File: src/rtl/dpm_pkg.sv
// Purpose: Shared constants and types for the DS1 path monitor and loopback block
// Assumes: 100 MHz clock; levels are loss below nominal in half-dB units
// Notes: Option word layout is shared by the remote and craft sources
package dpm_pkg;
    localparam int CLK_HZ = 100_000_000;
    localparam int MS_PER_S = 1000;
    localparam int MS_TICK_CYCLES = CLK_HZ / MS_PER_S;
    localparam int LOS_MS = 150;
    localparam int MS_PER_MIN = 60_000;
    localparam int TO_MIN_0 = 20;
    localparam int TO_MIN_1 = 60;
    localparam int TO_MIN_2 = 120;
    localparam int TO_MIN_3 = 1440;
    localparam int TO_W = 27;
    localparam int LVL_W = 8;
    localparam int ATT_W = 6;
    localparam logic [ATT_W-1:0] LBO_STEP = 6'h0f;
    localparam logic [ATT_W-1:0] AUTO_15 = 6'h1e;
    localparam logic [ATT_W-1:0] AUTO_22P5 = 6'h2d;
    localparam logic [ATT_W-1:0] LBO_HYST = 6'h02;
    localparam int OPT_W = 10;
    localparam int OPT_DS_REGEN = 0;
    localparam int OPT_US_REGEN = 1;
    localparam int OPT_LBO_LO = 2;
    localparam int OPT_LBO_HI = 4;
    localparam int OPT_LINE_B8ZS = 5;
    localparam int OPT_FRAME_ESF = 6;
    localparam int OPT_TO_EN = 7;
    localparam int OPT_TO_LO = 8;
    localparam int OPT_TO_HI = 9;
    localparam logic [OPT_W-1:0] OPT_RESET = 10'h000;
    typedef enum logic [1:0] {LOOP_NONE = 2'b00, LOOP_FAC = 2'b01, LOOP_DUAL = 2'b11,
        LOOP_CUST = 2'b10} dpm_loop_t;
    typedef enum logic [1:0] {LED_OFF = 2'b00, LED_GREEN = 2'b01, LED_RED = 2'b10,
        LED_FLASH_GREEN = 2'b11} dpm_led_t;
    typedef enum logic [1:0] {TX_THRU = 2'b00, TX_LOOP = 2'b01, TX_AIS = 2'b10} dpm_tx_t;
    typedef enum logic [2:0] {LBO_0 = 3'h0, LBO_7P5 = 3'h1, LBO_15 = 3'h2, LBO_22P5 = 3'h3,
        LBO_AUTO_15 = 3'h4, LBO_AUTO_22P5 = 3'h5} dpm_lbo_t;
endpackage

File: src/rtl/dpm_path_ctrl.sv
// Purpose: Loss-of-signal timing, option hold, loopback routing, indicators and monitor events
// Assumes: Level-low pins are asynchronous; all other inputs are on clk
// Notes: Index 0 is the facility path, index 1 the customer path
`timescale 1ns/100ps
`default_nettype none
module dpm_path_ctrl
    import dpm_pkg::*;
#(
    parameter int TICK_CYCLES = MS_TICK_CYCLES
) (
    input wire logic clk,
    input wire logic reset_n,
    input wire logic facility_level_low,
    input wire logic customer_level_low,
    input wire logic [LVL_W-1:0] facility_level,
    input wire logic [LVL_W-1:0] customer_level,
    input wire logic remote_opt_we,
    input wire logic [OPT_W-1:0] remote_opt_word,
    input wire logic craft_opt_we,
    input wire logic [OPT_W-1:0] craft_opt_word,
    input wire logic code_loop_up,
    input wire logic code_loop_down,
    input wire logic craft_fac_loop,
    input wire logic craft_cust_loop,
    input wire logic craft_dual_loop,
    input wire logic craft_release,
    input wire logic manual_loop_fac,
    input wire logic manual_loop_dual,
    input wire logic manual_release,
    input wire logic zeros8_seen,
    input wire logic zeros16_seen,
    input wire logic b8zs_octet_seen,
    input wire logic sf_fbit_err,
    input wire logic esf_fbit_err,
    input wire logic esf_crc_err,
    input wire logic esf_received,
    output logic facility_los,
    output logic customer_los,
    output logic downstream_regeneration,
    output logic upstream_regeneration,
    output logic [ATT_W-1:0] line_build_out,
    output dpm_tx_t facility_transmit_select,
    output dpm_tx_t customer_transmit_select,
    output dpm_led_t facility_indicator,
    output dpm_led_t customer_indicator,
    output dpm_led_t loopback_indicator,
    output logic loop_timer_running,
    output logic line_err_event,
    output logic b8zs_err_event,
    output logic frame_err_event,
    output logic sef_event,
    output logic nprm_insert
);
    localparam int TICK_W = $clog2(TICK_CYCLES + 1);
    localparam int LOS_W = 8;
    // Level-low pins synchronised
    logic [1:0] low_meta;
    logic [1:0] low_s;
    logic [TICK_W-1:0] tick_cnt;
    logic [TICK_W-1:0] next_tick_cnt;
    logic ms_tick;
    logic next_ms_tick;
    always_comb begin
        next_ms_tick = 1'b0;
        next_tick_cnt = tick_cnt + 1'b1;
        if (tick_cnt == TICK_W'(TICK_CYCLES - 1)) begin
            next_tick_cnt = '0;
            next_ms_tick = 1'b1;
        end
    end
    always_ff @(posedge clk or negedge reset_n) begin
        if (!reset_n) begin
            low_meta <= 2'h0;
            low_s <= 2'h0;
            tick_cnt <= '0;
            ms_tick <= 1'b0;
        end else begin
            low_meta <= {customer_level_low, facility_level_low};
            low_s <= low_meta;
            tick_cnt <= next_tick_cnt;
            ms_tick <= next_ms_tick;
        end
    end

    // Loss qualification per path
    logic [LOS_W-1:0] los_cnt [2];
    logic [LOS_W-1:0] next_los_cnt [2];
    logic [1:0] los;
    logic [1:0] next_los;
    always_comb begin
        for (int i = 0; i < 2; i++) begin
            next_los_cnt[i] = los_cnt[i];
            next_los[i] = los[i];
            if (!low_s[i]) begin
                next_los_cnt[i] = '0;
                next_los[i] = 1'b0;
            end else if (ms_tick && los_cnt[i] != LOS_W'(LOS_MS)) begin
                next_los_cnt[i] = los_cnt[i] + 1'b1;
                next_los[i] = (los_cnt[i] == LOS_W'(LOS_MS - 1));
            end
        end
    end
    always_ff @(posedge clk or negedge reset_n) begin
        if (!reset_n) begin
            los_cnt[0] <= '0;
            los_cnt[1] <= '0;
            los <= 2'h0;
        end else begin
            los_cnt[0] <= next_los_cnt[0];
            los_cnt[1] <= next_los_cnt[1];
            los <= next_los;
        end
    end

    // Option word; remote wins a same-cycle collision
    logic [OPT_W-1:0] opt;
    logic [OPT_W-1:0] next_opt;
    dpm_lbo_t lbo_mode;
    logic [1:0] to_sel;
    always_comb begin
        next_opt = opt;
        if (remote_opt_we) begin
            next_opt = remote_opt_word;
        end else if (craft_opt_we) begin
            next_opt = craft_opt_word;
        end
    end
    always_ff @(posedge clk or negedge reset_n) begin
        if (!reset_n) begin
            opt <= OPT_RESET;
        end else begin
            opt <= next_opt;
        end
    end
    assign lbo_mode = dpm_lbo_t'(opt[OPT_LBO_HI:OPT_LBO_LO]);
    assign to_sel = opt[OPT_TO_HI:OPT_TO_LO];
    // Loopback state and timeout
    dpm_loop_t loop_state;
    dpm_loop_t next_loop_state;
    logic [TO_W-1:0] to_ms;
    logic [TO_W-1:0] next_to_ms;
    logic [TO_W-1:0] to_limit;
    logic to_expire;
    always_comb begin
        case (to_sel)
            2'h0: to_limit = TO_W'(TO_MIN_0 * MS_PER_MIN);
            2'h1: to_limit = TO_W'(TO_MIN_1 * MS_PER_MIN);
            2'h2: to_limit = TO_W'(TO_MIN_2 * MS_PER_MIN);
            default: to_limit = TO_W'(TO_MIN_3 * MS_PER_MIN);
        endcase
    end
    assign to_expire = opt[OPT_TO_EN] && loop_state != LOOP_NONE && to_ms >= to_limit;
    always_comb begin
        next_loop_state = loop_state;
        if (manual_release || craft_release || code_loop_down || to_expire) begin
            next_loop_state = LOOP_NONE;
        end else if (craft_dual_loop || manual_loop_dual) begin
            next_loop_state = LOOP_DUAL;
        end else if (craft_cust_loop) begin
            next_loop_state = LOOP_CUST;
        end else if (manual_loop_fac || craft_fac_loop) begin
            next_loop_state = LOOP_FAC;
        end else if (code_loop_up) begin
            case (loop_state)
                LOOP_NONE: next_loop_state = LOOP_FAC;
                LOOP_FAC: next_loop_state = LOOP_DUAL;
                default: next_loop_state = loop_state;
            endcase
        end
        next_to_ms = to_ms;
        if (next_loop_state == LOOP_NONE || loop_state == LOOP_NONE) begin
            next_to_ms = '0;
        end else if (ms_tick && opt[OPT_TO_EN]) begin
            next_to_ms = to_ms + 1'b1;
        end
    end
    always_ff @(posedge clk or negedge reset_n) begin
        if (!reset_n) begin
            loop_state <= LOOP_NONE;
            to_ms <= '0;
        end else begin
            loop_state <= next_loop_state;
            to_ms <= next_to_ms;
        end
    end
    // Build-out: fixed steps or auto level guard
    logic [ATT_W-1:0] next_lbo;
    logic signed [LVL_W+2:0] need;
    logic [ATT_W-1:0] target;
    logic [ATT_W-1:0] need_att;
    logic [ATT_W-1:0] diff;
    always_comb begin
        target = (lbo_mode == LBO_AUTO_15) ? AUTO_15 : AUTO_22P5;
        need = $signed({5'h00, target}) + $signed({3'h0, facility_level})
            - $signed({3'h0, customer_level});
        if (need < 0) begin
            need_att = '0;
        end else if (need > $signed({5'h00, target})) begin
            need_att = target;
        end else begin
            need_att = ATT_W'(need);
        end
        diff = (need_att > line_build_out) ? need_att - line_build_out : line_build_out - need_att;
        next_lbo = line_build_out;
        case (lbo_mode)
            LBO_0, LBO_7P5, LBO_15, LBO_22P5: next_lbo = ATT_W'(lbo_mode * LBO_STEP);
            LBO_AUTO_15, LBO_AUTO_22P5: begin
                if (diff > LBO_HYST) begin
                    next_lbo = need_att;
                end
            end
            default: next_lbo = '0;
        endcase
    end

    // Routing and indicators, from loop_state and the los flags
    dpm_tx_t next_fac_tx;
    dpm_tx_t next_cust_tx;
    dpm_led_t next_fac_led;
    dpm_led_t next_cust_led;
    dpm_led_t next_lb_led;
    always_comb begin
        next_fac_tx = TX_THRU;
        next_cust_tx = TX_THRU;
        next_fac_led = LED_GREEN;
        next_cust_led = LED_GREEN;
        next_lb_led = (loop_state != LOOP_NONE) ? LED_GREEN : LED_OFF;
        if (loop_state == LOOP_FAC || loop_state == LOOP_DUAL) begin
            next_fac_tx = TX_LOOP;
            next_fac_led = LED_FLASH_GREEN;
        end
        if (loop_state == LOOP_CUST || loop_state == LOOP_DUAL) begin
            next_cust_tx = TX_LOOP;
            next_cust_led = LED_FLASH_GREEN;
        end else if (loop_state == LOOP_FAC || los[0]) begin
            next_cust_tx = TX_AIS;
        end
        if (los[0]) begin
            next_fac_led = LED_RED;
        end
        if (los[1]) begin
            next_cust_led = LED_RED;
        end
    end

    // Monitor events; the line code never reaches routing
    logic next_line_err;
    logic next_b8zs_err;
    logic next_frame_err;
    logic next_sef;
    logic b8zs_mode;
    logic esf_mode;
    always_comb begin
        b8zs_mode = opt[OPT_LINE_B8ZS];
        esf_mode = opt[OPT_FRAME_ESF];
        next_line_err = b8zs_mode && zeros8_seen;
        next_b8zs_err = !b8zs_mode && b8zs_octet_seen;
        next_frame_err = esf_mode ? (esf_fbit_err || esf_crc_err) : sf_fbit_err;
        next_sef = !esf_mode && esf_received;
    end
    always_ff @(posedge clk or negedge reset_n) begin
        if (!reset_n) begin
            facility_los <= 1'b0;
            customer_los <= 1'b0;
            downstream_regeneration <= 1'b0;
            upstream_regeneration <= 1'b0;
            line_build_out <= '0;
            facility_transmit_select <= TX_THRU;
            customer_transmit_select <= TX_THRU;
            facility_indicator <= LED_OFF;
            customer_indicator <= LED_OFF;
            loopback_indicator <= LED_OFF;
            loop_timer_running <= 1'b0;
            line_err_event <= 1'b0;
            b8zs_err_event <= 1'b0;
            frame_err_event <= 1'b0;
            sef_event <= 1'b0;
            nprm_insert <= 1'b0;
        end else begin
            facility_los <= los[0];
            customer_los <= los[1];
            downstream_regeneration <= opt[OPT_DS_REGEN];
            upstream_regeneration <= opt[OPT_US_REGEN];
            line_build_out <= next_lbo;
            facility_transmit_select <= next_fac_tx;
            customer_transmit_select <= next_cust_tx;
            facility_indicator <= next_fac_led;
            customer_indicator <= next_cust_led;
            loopback_indicator <= next_lb_led;
            loop_timer_running <= opt[OPT_TO_EN] && loop_state != LOOP_NONE;
            line_err_event <= next_line_err;
            b8zs_err_event <= next_b8zs_err;
            frame_err_event <= next_frame_err;
            sef_event <= next_sef;
            nprm_insert <= esf_received;
        end
    end
endmodule
`default_nettype wire

File: config.mk
export PLATFORM = sky130hd
export DESIGN_NAME = dpm_path_ctrl
export DESIGN_NICKNAME = d
export VERILOG_FILES = /design/src/rtl/dpm_pkg.sv /design/src/rtl/dpm_path_ctrl.sv
export SDC_FILE = /design/constraint.sdc
export NUM_CORES = 1
export LEC_CHECK = 0
export ABC_AREA = 1
export BUFFER_PORTS_ARGS = -buffer_cell sky130_fd_sc_hd__buf_2
export CELL_PAD_IN_SITES_DETAIL_PLACEMENT = 0
export CELL_PAD_IN_SITES_GLOBAL_PLACEMENT = 1
export CORE_MARGIN = 2
export CORE_UTILIZATION = 25
export DETAILED_ROUTE_END_ITERATION = 6
export MAX_ROUTING_LAYER = met4
export PLACE_DENSITY_LB_ADDON = 0.08
export SYNTH_ARGS = -nofsm -noshare
export SYNTH_HDL_FRONTEND = slang
export SYNTH_SLANG_ARGS = --single-unit
File: constraint.sdc
create_clock -name clk -period 14.2 [get_ports clk]
set_input_delay 2.84 -clock clk [delete_from_list [all_inputs] [get_ports clk]]
set_output_delay 2.84 -clock clk [all_outputs]
set_load 0.005 [all_outputs]
# ---- Word level (Yosys, flattened, before mapping)
# Index checks and enable logic that the tools add are counted.
# Widths: inputs -> output; s select.
dict set report word_totals {
  inputBits 58
  register_bits 104
}
dict set report classes {
  reduce_logical 29
  n_lt_le_gt_ge 5
  n_eq_ne 18
  add_sub_neg 8
  n_mul 1
  n_mux 36
}
# cell count
set ops {}
lappend ops {{$pmux 27 s3} 1}
lappend ops {{$mux 27} 2}
lappend ops {{$mux 8} 4}
lappend ops {{$mux 6} 5}
lappend ops {{$add 27x1->27 const B} 1}
lappend ops {{$ge 27x27->1} 1}
lappend ops {{$mux 2} 11}
lappend ops {{$mux 10} 2}
lappend ops {{$add 17x1->17 const B} 1}
lappend ops {{$eq 17x17->1 const B} 1}
lappend ops {{$mux 17} 1}
lappend ops {{$add 8x1->8 const B} 2}
lappend ops {{$eq 8x8->1 const B} 2}
lappend ops {{$ne 8x8->1 const B} 2}
lappend ops {{$pmux 6 s2} 1}
lappend ops {{$sub 6x6->6} 2}
lappend ops {{$gt 10x7->1} 1}
lappend ops {{$logic_or 1x1->1} 10}
lappend ops {{$lt 10x1->1 const B} 1}
lappend ops {{$sub 9x8->10} 1}
lappend ops {{$add 6x8->9} 1}
lappend ops {{$logic_and 1x1->1} 8}
lappend ops {{$mux 1} 8}
lappend ops {{$eq 2x2->1 const B} 3}
lappend ops {{16 further kinds} 25}

# ---- Logic depth before layout (Yosys ltp)
# Gate-level depths: netlist (run 1).
dict set report depth {
  word_depth 12
  depth_mapped 41
  ltp_nobuf 40
}

# ---- Worst setup path before layout (run 1)
# No wires, ideal clock.
dict set report synth_timing {
  kind {input to register}
  from {input facility_level[4]}
  to {register line_build_out[4]}
  cell_stages 36
  setup_time_ps 123
  setup_slack_ps 7018
  arrival_time_ps 7058
  path_buffers 0
  path_cell_list {inv_1 > fa_1 > inv_1 > ha_1 > inv_1 > o21bai_1 > a31o_2 > xnor2_1 > inv_1 > ha_1 > inv_1 > nor2_1 > nand3_1 > nand2_1 > nor2_2 > nand2_2 > nor2_4 > nand2_4 > nand2_2 > nand2_1 > a21oi_2 > ha_1 > inv_1 > fa_1 > nand2_1 > nand3_1 > nand2_1 > nand2_1 > nand2_1 > nand2_1 > a21oi_2 > nand3_2 > nand2_4 > nand2_4 > nor2_1 > a21oi_2}
}
dict set report synth_between {
  elab_chain_cells 9
  word_cells_on_any_way 14
  classes_between {add/sub (4); order compare (4); eq/ne (1); mux (5)}
}
# item line
set synth_lines {}
lappend synth_lines {{from (decl)} dpm_path_ctrl.sv:15} ;# input wire logic [LVL_W-1:0] facility_level,
lappend synth_lines {{$add 6x8->9 *} dpm_path_ctrl.sv:194} ;# need = $signed({5'h00, target}) + $signed({3'h0, facility_level})
lappend synth_lines {{$sub 9x8->10 *} dpm_path_ctrl.sv:195} ;# - $signed({3'h0, customer_level});
lappend synth_lines {{$gt 10x7->1} dpm_path_ctrl.sv:198} ;# end else if (need > $signed({5'h00, target})) begin
lappend synth_lines {{$mux 6} dpm_path_ctrl.sv:198}
lappend synth_lines {{$mux 6 *} dpm_path_ctrl.sv:196} ;# if (need < 0) begin
lappend synth_lines {{$sub 6x6->6 / $gt 6x6->1 (equally long branches)} dpm_path_ctrl.sv:203} ;# diff = (need_att > line_build_out) ? need_att - line_build_out : line_build_out - need_att;
lappend synth_lines {{$mux 6} dpm_path_ctrl.sv:203}
lappend synth_lines {{$gt 6x2->1} dpm_path_ctrl.sv:208} ;# if (diff > LBO_HYST) begin
lappend synth_lines {{$ne 2x2->1 (no source line)} -}
lappend synth_lines {{to (signal assigned)} dpm_path_ctrl.sv:284} ;# line_build_out <= next_lbo;
lappend synth_lines {{to (decl)} dpm_path_ctrl.sv:41} ;# output logic [ATT_W-1:0] line_build_out,
# Every way passes the cells marked *; elsewhere a longest branch is shown, timed or not. The select of a mux whose other input is x is not followed.
# A chain may end at the register's enable or synchronous reset.

# ---- Worst setup path after layout (run 1)
dict set report layout_timing {
  from {input facility_level[4]}
  to {register line_build_out[5]}
}
# Same word-level chain as after synthesis.

==> metrics.csv, run 1 <==
stage;metric;value;unit
sta;final hold vios;0;
floorplanning;# rows;61;
logic_synthesis;ys flop type;dfrtp_1;
logic_synthesis;number of synthesized flops with an enable pin;0;
clock_tree;Clock Tree Buf Depth;2;
worst_setup_path;Max stage delay cell, worst path;fa_1;
drt;Pre-antenna DRT Iters;4;
floorplanning;Top Ports;84;
drt;wire length on met3;331;um
flow_run;max capacitance violation total;0;
placement;gpl congestion;0.714;
sta;PnR worst setup slack;6.49;ns
global_routing;GRT overflow;0;
sta;total negative setup slack;0;ns
logic_synthesis;Compound-Gate Fraction of Synth Area;7.46;%
floorplanning;die height;172;um
sta;Tmin final;7.71;ns
sta;Final Slew Violations;0;
drt;Antenna Nets Post-Route;0;
logic_synthesis;mapped cell area;7050;um2
logic_synthesis;main combinational cell family by area after synthesis;simple AND/OR/NAND/NOR gates;
clock_tree;root buf cell;clkbuf_16;
logic_synthesis;Seq/Total Area, Yosys;36.6;%
worst_setup_path;critical path's most frequent cell;nand2_1;
clock_tree;clk slew on worst S/H paths;0.07;ns
placement;hpwl dp;13800;um
sta;hold_ws;0.352;ns
clock_tree;CTS tree;done;
logic_synthesis;Post-Synth Adder-Cell Area;13.7;%
logic_synthesis;Post-Synth Simple-Gate Area;28.1;%
logic_synthesis;Yosys reg bits;103;
drt;DR WL met2;8500;um
drt;WL final;17500;um
worst_setup_path;Worst setup SP type;input port;
logic_synthesis;XOR/XNOR Fraction of Synth Area;5.09;%
drt;Vias/cell;4.18;
sta;Slew headroom;38.8;%
sta;Final Cycle Share;54.3;%
clock_tree;PostCTS Resize Cnt;0;
global_routing;GRT Total Usage;13.0;%
clock_tree;hold_buf cts;0;
logic_synthesis;async set-reset flop share out of synthesis;100;%
placement;Setup WS pre-CTS;6.03;ns
final_layout;Antenna Cells;0;
sta;Fmax;130;MHz
worst_setup_path;Critical Path Fanout Max;6;
logic_synthesis;synth unique cells;48;
floorplanning;DIE WIDTH;172;um
logic_synthesis;Syn. warnings;0;
sta;unrepaired setup endpoints after global routing;no;
clock_tree;CTS Sinks;103;
drt;Top Metal Used;met4;
worst_setup_path;Reg2Reg Setup Slack;8.06;ns
clock_tree;total CTS buffers;9;
floorplanning;Starting Density;25.4;%
global_routing;initial antenna violation count;0;
worst_setup_path;worst endpoint required time;14.44;ns
floorplanning;Die Area;29600;um2
drt;post-DR wirelength/cell;13.0;um
final_layout;layout cell share with drive strength beyond 1;15.8;%
clock_tree;Post-CTS Setup Inserts;0;
drt;DRT iter0 DRCs;214;
worst_setup_path;CP Class;in2reg;
sta;actual slew at the worst max-slew pin;0.915;ns
final_layout;Area growth, synth to finish;16.0;%
worst_setup_path;crit end category;flop;
placement;# port buffers;80;
pwr;Peak VDD IR;58.3;uV
drt;wl on met1;8480;um
worst_setup_path;WP data arrival;7.95;ns
logic_synthesis;synthesized instance count;885;
pwr;Power Density;116;nW/um2
sta;Final Setup Violations;0;
drt;Vias;5641;
logic_synthesis;Synth Area per Inst;7.96;um2
clock_tree;clk_lat worst skew;0.36;ns
clock_tree;CTS H-tree depth;3;
logic_synthesis;multiplexer share of the synthesized area;0;%
min_path;HP Class;reg2reg;
outcome;outcome;completed;
pwr;Static Leak;4.09;nW
worst_setup_path;worst stage delay on the critical path;0.53;ns
global_routing;vias in the first global route;5828;
final_layout;final net count;1097;
floorplanning;Core ar.;27800;um2
drt;Remaining DRCs;0;
global_routing;largest net degree at the start of global routing;63;
global_routing;first-pass GRT wire length;29400;um
sta;Max Clock Skew;0.00819;ns
-- stage by stage --
| step | util (%) | cell area [um2] | power [W] | std cells |
|---|---|---|---|---|
| final | 29.4 | 8180 | 0.000946 | 1350 |
| after global routing | 29.4 | 8180 | 0.00103 | 1350 |
| after CTS | 29.4 | 8180 | 0.000970 | 1350 |
| after detailed placement | 28.3 | 7860 | 0.000697 | 1334 |
| after global placement | 28.3 | 7860 | 0.000700 | 1334 |
| after floorplan | - | 7050 | 0.000596 | 886 |
-- synth_stat cells, types with 2 or more instances --
master,count,area (um2)
nand4_4,3,63.8
nor3b_1,2,15.0
nand2_1,182,683
nor3_1,20,100
nor2_1,88,330
a21oi_2,5,43.8
inv_2,7,26.3
xnor2_1,7,61.3
o21bai_1,4,30.0
nor4_1,6,37.5
nor2_4,4,45.0
dfrtp_1,103,2580
buf_4,3,22.5
a31o_2,2,17.5
or2_2,2,12.5
a21oi_1,37,185
nand3_1,53,265
a31oi_1,4,25.0
nor3_2,2,20.0
xor2_1,34,298
o211ai_1,7,52.6
buf_2,3,15.0
nor4_2,2,25.0
fa_1,9,180
nand2_2,11,68.8
nand2_4,4,45.0
nand4_1,23,144
nor2_2,8,50.1
clkbuf_1,3,11.3
o21ai_0,23,115
nand3_2,4,40.0
buf_6,2,22.5
ha_1,63,788
inv_1,141,529
-- critical path, delay by kind of cell --
| family | cells | cell delay [ns] |
|---|---|---|
| AND/OR/NAND/NOR | 19 | 1.64 |
| buffers and inverters | 7 | 0.53 |
| XOR/XNOR | 1 | 0.34 |
| adder cells (fa/ha/maj) | 5 | 1.79 |
| AO/OA/AOI/OAI | 5 | 0.78 |
-- where the power goes --
group / total, W / internal [W] / switching [W]
sequential: 0.000322 / 0.000307 / 0.0000150
combinational: 0.000359 / 0.000129 / 0.000230
clock: 0.000266 / 0.000141 / 0.000125
-- path summary, 6_finish.rpt --
kind,end,from,cells after the start
max in group asynchronous,tick_cnt[5]$_DFF_PN0_,reset_n,2
min in group asynchronous,to_ms[25]$_DFFE_PN0P_,reset_n,1
min reg2reg,low_s[1]$_DFF_PN0_,low_meta[1]$_DFF_PN0_,0
max reg2reg,line_build_out[5]$_DFFE_PN0P_,opt[3]$_DFFE_PN0P_,38
min,low_s[1]$_DFF_PN0_,low_meta[1]$_DFF_PN0_,0
max,line_build_out[5]$_DFFE_PN0P_,facility_level[4],37
-- placed cells by master (no fill, tap or decap), types with 5 or more instances in the layout --
cell type / n
nor4_1: 6
o211ai_1: 7
xor2_1: 34
xnor2_1: 7
nand4_1: 23
nor2_2: 8
o21ai_0: 23
ha_1: 63
clkbuf_16: 9
nand2_1: 182
a21oi_2: 5
fa_1: 9
a21oi_1: 37
inv_2: 7
nand2_2: 11
nor3_1: 20
nand3_1: 53
nor2_1: 88
inv_1: 141
buf_2: 79
dfrtp_1: 103
-- routing by layer --
layer	track usage [%]	up-vias
li1	-	2993
met2	21.6	58
met1	16.7	2579
met5	-	-
met4	3.95	0
met3	1.51	11
-- state kept, by name, indices dropped and copies added, names as in the netlist, 2 cells and up --
name and cells:
loop_state 2, tick_cnt 17, low_meta 2, customer_indicator 2
los 2, facility_indicator 2, los_cnt 16, customer_transmit_select 2
opt 10, to_ms 27, low_s 2, line_build_out 6
-- logic make-up (layout without fill, tap and decap cells) --
group,count (synthesis),after routing
AOI/OAI and AO/OA,89,89
other,1,2
DFF,103,103
xor gates and xnor gates,41,41
buffers and inverters,160,246
adders and majority gates,72,72
and+or+nand+nor,419,419
-- area by class of cell --
cell class                 instances  area [um2]
fill                            3130       19600
multi-input combinational        623        3840
sequential                       103        2580
inverter                         149         562
tap                              378         473
timing repair buffer              81         410
clock buffer                       9         225
clock inverter                     7        88.8
Power figures use the tool's default switching activity.
==> inputs of run 2 (changes only) <==
- clock period: 14.2 -> 6.45 ns (I/O delays scaled with it)
==> metrics.csv, run 2 (synthesized netlist as in run 1, its figures left out) <==
stage;metric;value;unit
drt;post-DR wirelength/cell;12.8;um
min_path;HP Start;low_meta[0]$_DFF_PN0_;
sta;total negative setup slack;0;ns
global_routing;GRT Total Usage;12.8;%
outcome;outcome;completed;
clock_tree;clk slew on worst S/H paths;0.08;ns
worst_setup_path;Critical Path Fanout Max;6;
pwr;Power Density;256;nW/um2
global_routing;GRT overflow;0;
flow_run;max capacitance violation total;0;
global_routing;first-pass GRT wire length;29200;um
worst_setup_path;Max stage delay cell, worst path;fa_1;
placement;dpl cells;1347;
clock_tree;root buf cell;clkbuf_16;
drt;Vias;5710;
final_layout;final net count;1110;
final_layout;multi-input logic area;3840;um2
placement;# port buffers;80;
pwr;Final Power;0.00211;W
drt;Antenna Nets Post-Route;0;
placement;gpl congestion;0.714;
sta;Final Cycle Share;89.6;%
worst_setup_path;worst stage delay on the critical path;0.40;ns
floorplanning;Die Area;29600;um2
sta;Slew headroom;40.4;%
final_layout;Area growth, synth to finish;17.3;%
floorplanning;# rows;61;
sta;Tmin final;5.78;ns
final_layout;Biggest register;to_ms;
final_layout;Storage cell area;2580;um2
final_layout;Regs by FF count;to_ms x27, tick_cnt x17, los_cnt x16;
floorplanning;die height;172;um
worst_setup_path;WP data arrival;6.07;ns
sta;Max Clock Skew;0.00904;ns
global_routing;largest net degree at the start of global routing;60;
placement;hpwl dp;13800;um
final_layout;most frequent cells in the layout;182 x nand2_1, 141 x inv_1, 103 x dfrtp_1;
sta;actual slew at the worst max-slew pin;0.891;ns
drt;Vias/cell;4.19;
final_layout;Largest register FFs;27;
pwr;Static Leak;4.16;nW
min_path;HP Class;reg2reg;
final_layout;commonest non-fill, non-tap cell in the layout;nand2_1;
clock_tree;clk_lat worst skew;0.35;ns
sta;Final Setup Violations;0;
drt;Pre-antenna DRT Iters;4;
drt;WL final;17500;um
sta;Fmax;173;MHz
final_layout;non-filler instance count after layout;1363;
worst_setup_path;Worst setup SP type;input port;
final_layout;layout cell share with drive strength beyond 1;16.9;%
clock_tree;CTS tree;done;
global_routing;vias in the first global route;5886;
clock_tree;CTS H-tree depth;3;
worst_setup_path;critical path's most frequent cell;nand2_1;
drt;Remaining DRCs;0;
floorplanning;Starting Density;25.4;%
sta;Final Slew Violations;0;
worst_setup_path;worst endpoint required time;6.74;ns
sta;final hold vios;0;
clock_tree;CTS Sinks;103;
sta;hold_ws;0.358;ns
final_layout;Antenna Cells;0;
worst_setup_path;crit end category;flop;
sta;unrepaired setup endpoints after global routing;no;
floorplanning;Top Ports;84;
clock_tree;Clock Tree Buf Depth;2;
clock_tree;hold_buf cts;0;
clock_tree;total CTS buffers;9;
drt;DRT iter0 DRCs;270;
worst_setup_path;Critical Path Source;facility_level[1];
worst_setup_path;reg2reg start;opt[3]$_DFFE_PN0P_;
global_routing;initial antenna violation count;0;
clock_tree;Post-CTS Setup Inserts;0;
worst_setup_path;CP Class;in2reg;
final_layout;fillers;3070;
floorplanning;Core ar.;27800;um2
floorplanning;DIE WIDTH;172;um
clock_tree;PostCTS Resize Cnt;0;
pwr;Peak VDD IR;128;uV
[run 2: cell types whose count changed in the layout (fill, tap and decap cells not counted), sizes merged]
cell | before | now
buf | 81 | 94
clkbuf | 9 | 10
clkinvlp | 1 | 0
[run 2: path summary, 6_finish.rpt]
kind,to,slack [ns],cells after the start
min in group asynchronous,opt[9]$_DFFE_PN0P_,1.04,1
hold reg to reg,low_s[0]$_DFF_PN0_,0.36,0
setup reg to reg,line_build_out[1]$_DFFE_PN0P_,0.70,39
hold / removal,low_s[0]$_DFF_PN0_,0.36,0
setup / recovery,line_build_out[1]$_DFFE_PN0P_,0.67,38
max in group asynchronous,to_ms[0]$_DFFE_PN0P_,4.30,2
[run 2: stage by stage]
step	cell area, um2	worst slack [ns]	util, %
floorplan	7050	0.818	-
global placement	7960	0.253	28.7
detailed placement	7960	0.270	28.7
CTS	8270	0.593	29.8
global route	8270	0.0478	29.8
finish	8270	0.669	29.8
[run 2: report_power, final]
part | leakage (nW) | switching [W] | internal, W
clock | 0.150 | 0.000265 | 0.000309
combinational | 2.65 | 0.000515 | 0.000316
sequential | 1.36 | 0.0000327 | 0.000675
[run 2: metal layers]
layer  up-vias  share of wire, %  track usage [%]
met2        58                49             22.0
li1       3010                 -                -
met4         0              0.84             2.85
met3        10               2.4             1.99
met1      2632                48             16.0
met5         -                 0                -
[run 2: cell type report]
type | count | share of cell area (%)
clock inverter | 6 | 0.923
tap | 378 | 5.72
inverter | 149 | 6.80
sequential | 103 | 31.2
multi-input combinational | 623 | 46.5
timing repair buffer | 94 | 6.14
clock buffer | 10 | 2.77
[run 2: worst max-delay path: cells and delay by family]
family,cells,cell delay [ns]
AO/OA/AOI/OAI,3,0.64
XOR/XNOR,2,0.45
adder cells (fa/ha/maj),5,1.43
buffers and inverters,6,0.49
AND/OR/NAND/NOR,22,1.76
==> inputs of run 3 (changes only) <==
--- a/config.mk
+++ b/config.mk
@@ -8,4 +8,5 @@
 export ABC_AREA = 1
 export BUFFER_PORTS_ARGS = -buffer_cell sky130_fd_sc_hd__buf_2
+export CAP_MARGIN = 20
 export CELL_PAD_IN_SITES_DETAIL_PLACEMENT = 0
 export CELL_PAD_IN_SITES_GLOBAL_PLACEMENT = 1
@@ -13,5 +14,4 @@
 export CORE_UTILIZATION = 25
 export DETAILED_ROUTE_END_ITERATION = 6
-export MAX_ROUTING_LAYER = met4
 export PLACE_DENSITY_LB_ADDON = 0.08
 export SYNTH_ARGS = -nofsm -noshare
==> constraint.sdc (replaced) <==
create_clock -name clk -period 6.45 [get_ports clk]
set_input_delay 0.645 -clock clk [delete_from_list [all_inputs] [get_ports clk]]
set_output_delay 0.645 -clock clk [all_outputs]
set_load 0.005 [all_outputs]
==> metrics.csv, run 3 (synthesized netlist as in run 1, its figures left out) <==
stage;metric;value;unit
pwr;Cell Int Power;0.00123;W
pwr;Power Density;249;nW/um2
final_layout;Storage cell area;2580;um2
clock_tree;root buf cell;clkbuf_16;
worst_setup_path;worst endpoint required time;6.69;ns
global_routing;met3 GRT Util;2.04;%
floorplanning;Die Area;29600;um2
worst_setup_path;crit end category;flop;
outcome;outcome;completed;
clock_tree;hold_buf cts;0;
worst_setup_path;Reg2Reg Setup Slack;0.60;ns
placement;# port buffers;80;
global_routing;met1 GRT Util;16.5;%
clock_tree;total CTS buffers;9;
clock_tree;clk_lat worst skew;0.36;ns
global_routing;met2 track demand over resource;21.4;%
final_layout;Area growth, synth to finish;15.7;%
clock_tree;CTS H-tree depth;3;
final_layout;layout cell share with drive strength beyond 1;15.9;%
sta;unrepaired setup endpoints after global routing;no;
pwr;combinational power share;38.8;%
worst_setup_path;Max stage delay cell, worst path;fa_1;
drt;WL final;17300;um
clock_tree;Clock Tree Buf Depth;2;
final_layout;non-filler instance count after layout;1351;
sta;Final Setup Violations;0;
final_layout;commonest non-fill, non-tap cell in the layout;nand2_1;
sta;Tmin final;5.85;ns
floorplanning;DIE WIDTH;172;um
clock_tree;CTS Sinks;103;
sta;Fmax;171;MHz
floorplanning;Top Ports;84;
worst_setup_path;worst stage delay on the critical path;0.49;ns
floorplanning;# rows;61;
worst_setup_path;critical path's most frequent cell;nand2_1;
floorplanning;Starting Density;25.4;%
clock_tree;clk slew on worst S/H paths;0.08;ns
drt;DRT iter0 DRCs;235;
final_layout;multi-input logic area;3840;um2
worst_setup_path;Critical Path Fanout Max;6;
global_routing;initial antenna violation count;0;
final_layout;most frequent cells in the layout;182 x nand2_1, 141 x inv_1, 103 x dfrtp_1;
final_layout;Antenna Cells;0;
worst_setup_path;CP Class;reg2reg;
worst_setup_path;WP data arrival;6.10;ns
sta;Final Cycle Share;90.8;%
min_path;HP Class;reg2reg;
sta;Max Clock Skew;0.00904;ns
drt;Vias;5664;
pwr;clock share of power;26.3;%
sta;Final Slew Violations;0;
placement;dpl cells;1335;
drt;Pre-antenna DRT Iters;4;
final_layout;final instance area;8150;um2
final_layout;Regs by FF count;to_ms x27, tick_cnt x17, los_cnt x16;
sta;final hold vios;0;
pwr;Sw Share;39.5;%
sta;actual slew at the worst max-slew pin;0.836;ns
pwr;Peak VDD IR;125;uV
global_routing;Most Used Layer, Global Route;met2;
global_routing;GRT Total Usage;12.5;%
floorplanning;Core ar.;27800;um2
pwr;Static Leak;4.09;nW
placement;hpwl dp;13700;um
final_layout;Largest register FFs;27;
drt;Antenna Nets Post-Route;0;
final_layout;Biggest register;to_ms;
placement;gpl congestion;0.707;
flow_run;max capacitance violation total;0;
clock_tree;PostCTS Resize Cnt;0;
drt;Vias/cell;4.19;
worst_setup_path;Worst setup SP type;flop;
clock_tree;CTS tree;done;
sta;total negative setup slack;0;ns
final_layout;fillers;3093;
sta;Slew headroom;44.1;%
drt;Remaining DRCs;0;
pwr;NetSw;0.000801;W
global_routing;vias in the first global route;5850;
final_layout;final net count;1098;
global_routing;first-pass GRT wire length;28900;um
global_routing;GRT overflow;0;
drt;post-DR wirelength/cell;12.8;um
clock_tree;Post-CTS Setup Inserts;0;
global_routing;largest net degree at the start of global routing;56;
placement;DP Area;7870;um2
floorplanning;die height;172;um
pwr;register share of total power;34.9;%
==> run 3: layer usage <==
| layer | share of wire, % | up-vias |
|---|---|---|
| met5 | 0 | - |
| met4 | 0.72 | 0 |
| met3 | 2.7 | 8 |
| met2 | 49 | 66 |
| met1 | 48 | 2594 |
| li1 | - | 2996 |
==> run 3: final timing paths <==
kind	from	to	depth (start not counted)
setup / recovery	opt[2]$_DFFE_PN0P_	line_build_out[5]$_DFFE_PN0P_	37
setup reg to reg	opt[2]$_DFFE_PN0P_	line_build_out[5]$_DFFE_PN0P_	37
hold / removal	low_meta[1]$_DFF_PN0_	low_s[1]$_DFF_PN0_	0
min in group asynchronous	reset_n	to_ms[24]$_DFFE_PN0P_	1
max in group asynchronous	reset_n	line_err_event$_DFF_PN0_	2
hold reg to reg	low_meta[1]$_DFF_PN0_	low_s[1]$_DFF_PN0_	0
==> run 3: area by class of cell <==
cell class | instances | area share (%)
Multi-Input combinational cell | 623 | 47.1
Tap cell | 378 | 5.80
Timing Repair Buffer | 82 | 5.13
Inverter | 149 | 6.89
Clock inverter | 7 | 0.675
Sequential cell | 103 | 31.6
Clock buffer | 9 | 2.76
==> run 3: power groups by stage <==
| stage | sequential, W | clock [W] | combinational [W] |
|---|---|---|---|
| 6_report | 0.000707 | 0.000534 | 0.000785 |
| 5_1_grt | 0.000714 | 0.000584 | 0.000912 |
| 4_1_cts | 0.000710 | 0.000563 | 0.000809 |
| 3_5_place_dp | 0.000722 | 0 | 0.000805 |
| 3_3_place_gp | 0.000723 | 0 | 0.000819 |
| 2_1_floorplan | 0.000713 | 0 | 0.000600 |
==> run 3: worst max-delay path, delay by kind of cell (launching register included) <==
family,cells,cell delay (ns)
adder cells (fa/ha/maj),6,1.96
AND/OR/NAND/NOR,20,1.73
AO/OA/AOI/OAI,5,0.76
buffers and inverters,5,0.54
flip-flops,1,0.46
XOR/XNOR,1,0.30
==> run 3: stage by stage <==
| step | hold WS [ns] | setup slack, ns | power (W) | utilization, % |
|---|---|---|---|---|
| floorplan | 0.331 | 1.30 | 0.00131 | - |
| global placement | 0.332 | 0.445 | 0.00154 | 28.3 |
| detailed placement | 0.336 | 0.522 | 0.00153 | 28.3 |
| CTS | 0.354 | 0.497 | 0.00208 | 29.3 |
| global route | 0.359 | 0.0355 | 0.00221 | 29.3 |
| finish | 0.350 | 0.596 | 0.00203 | 29.3 |
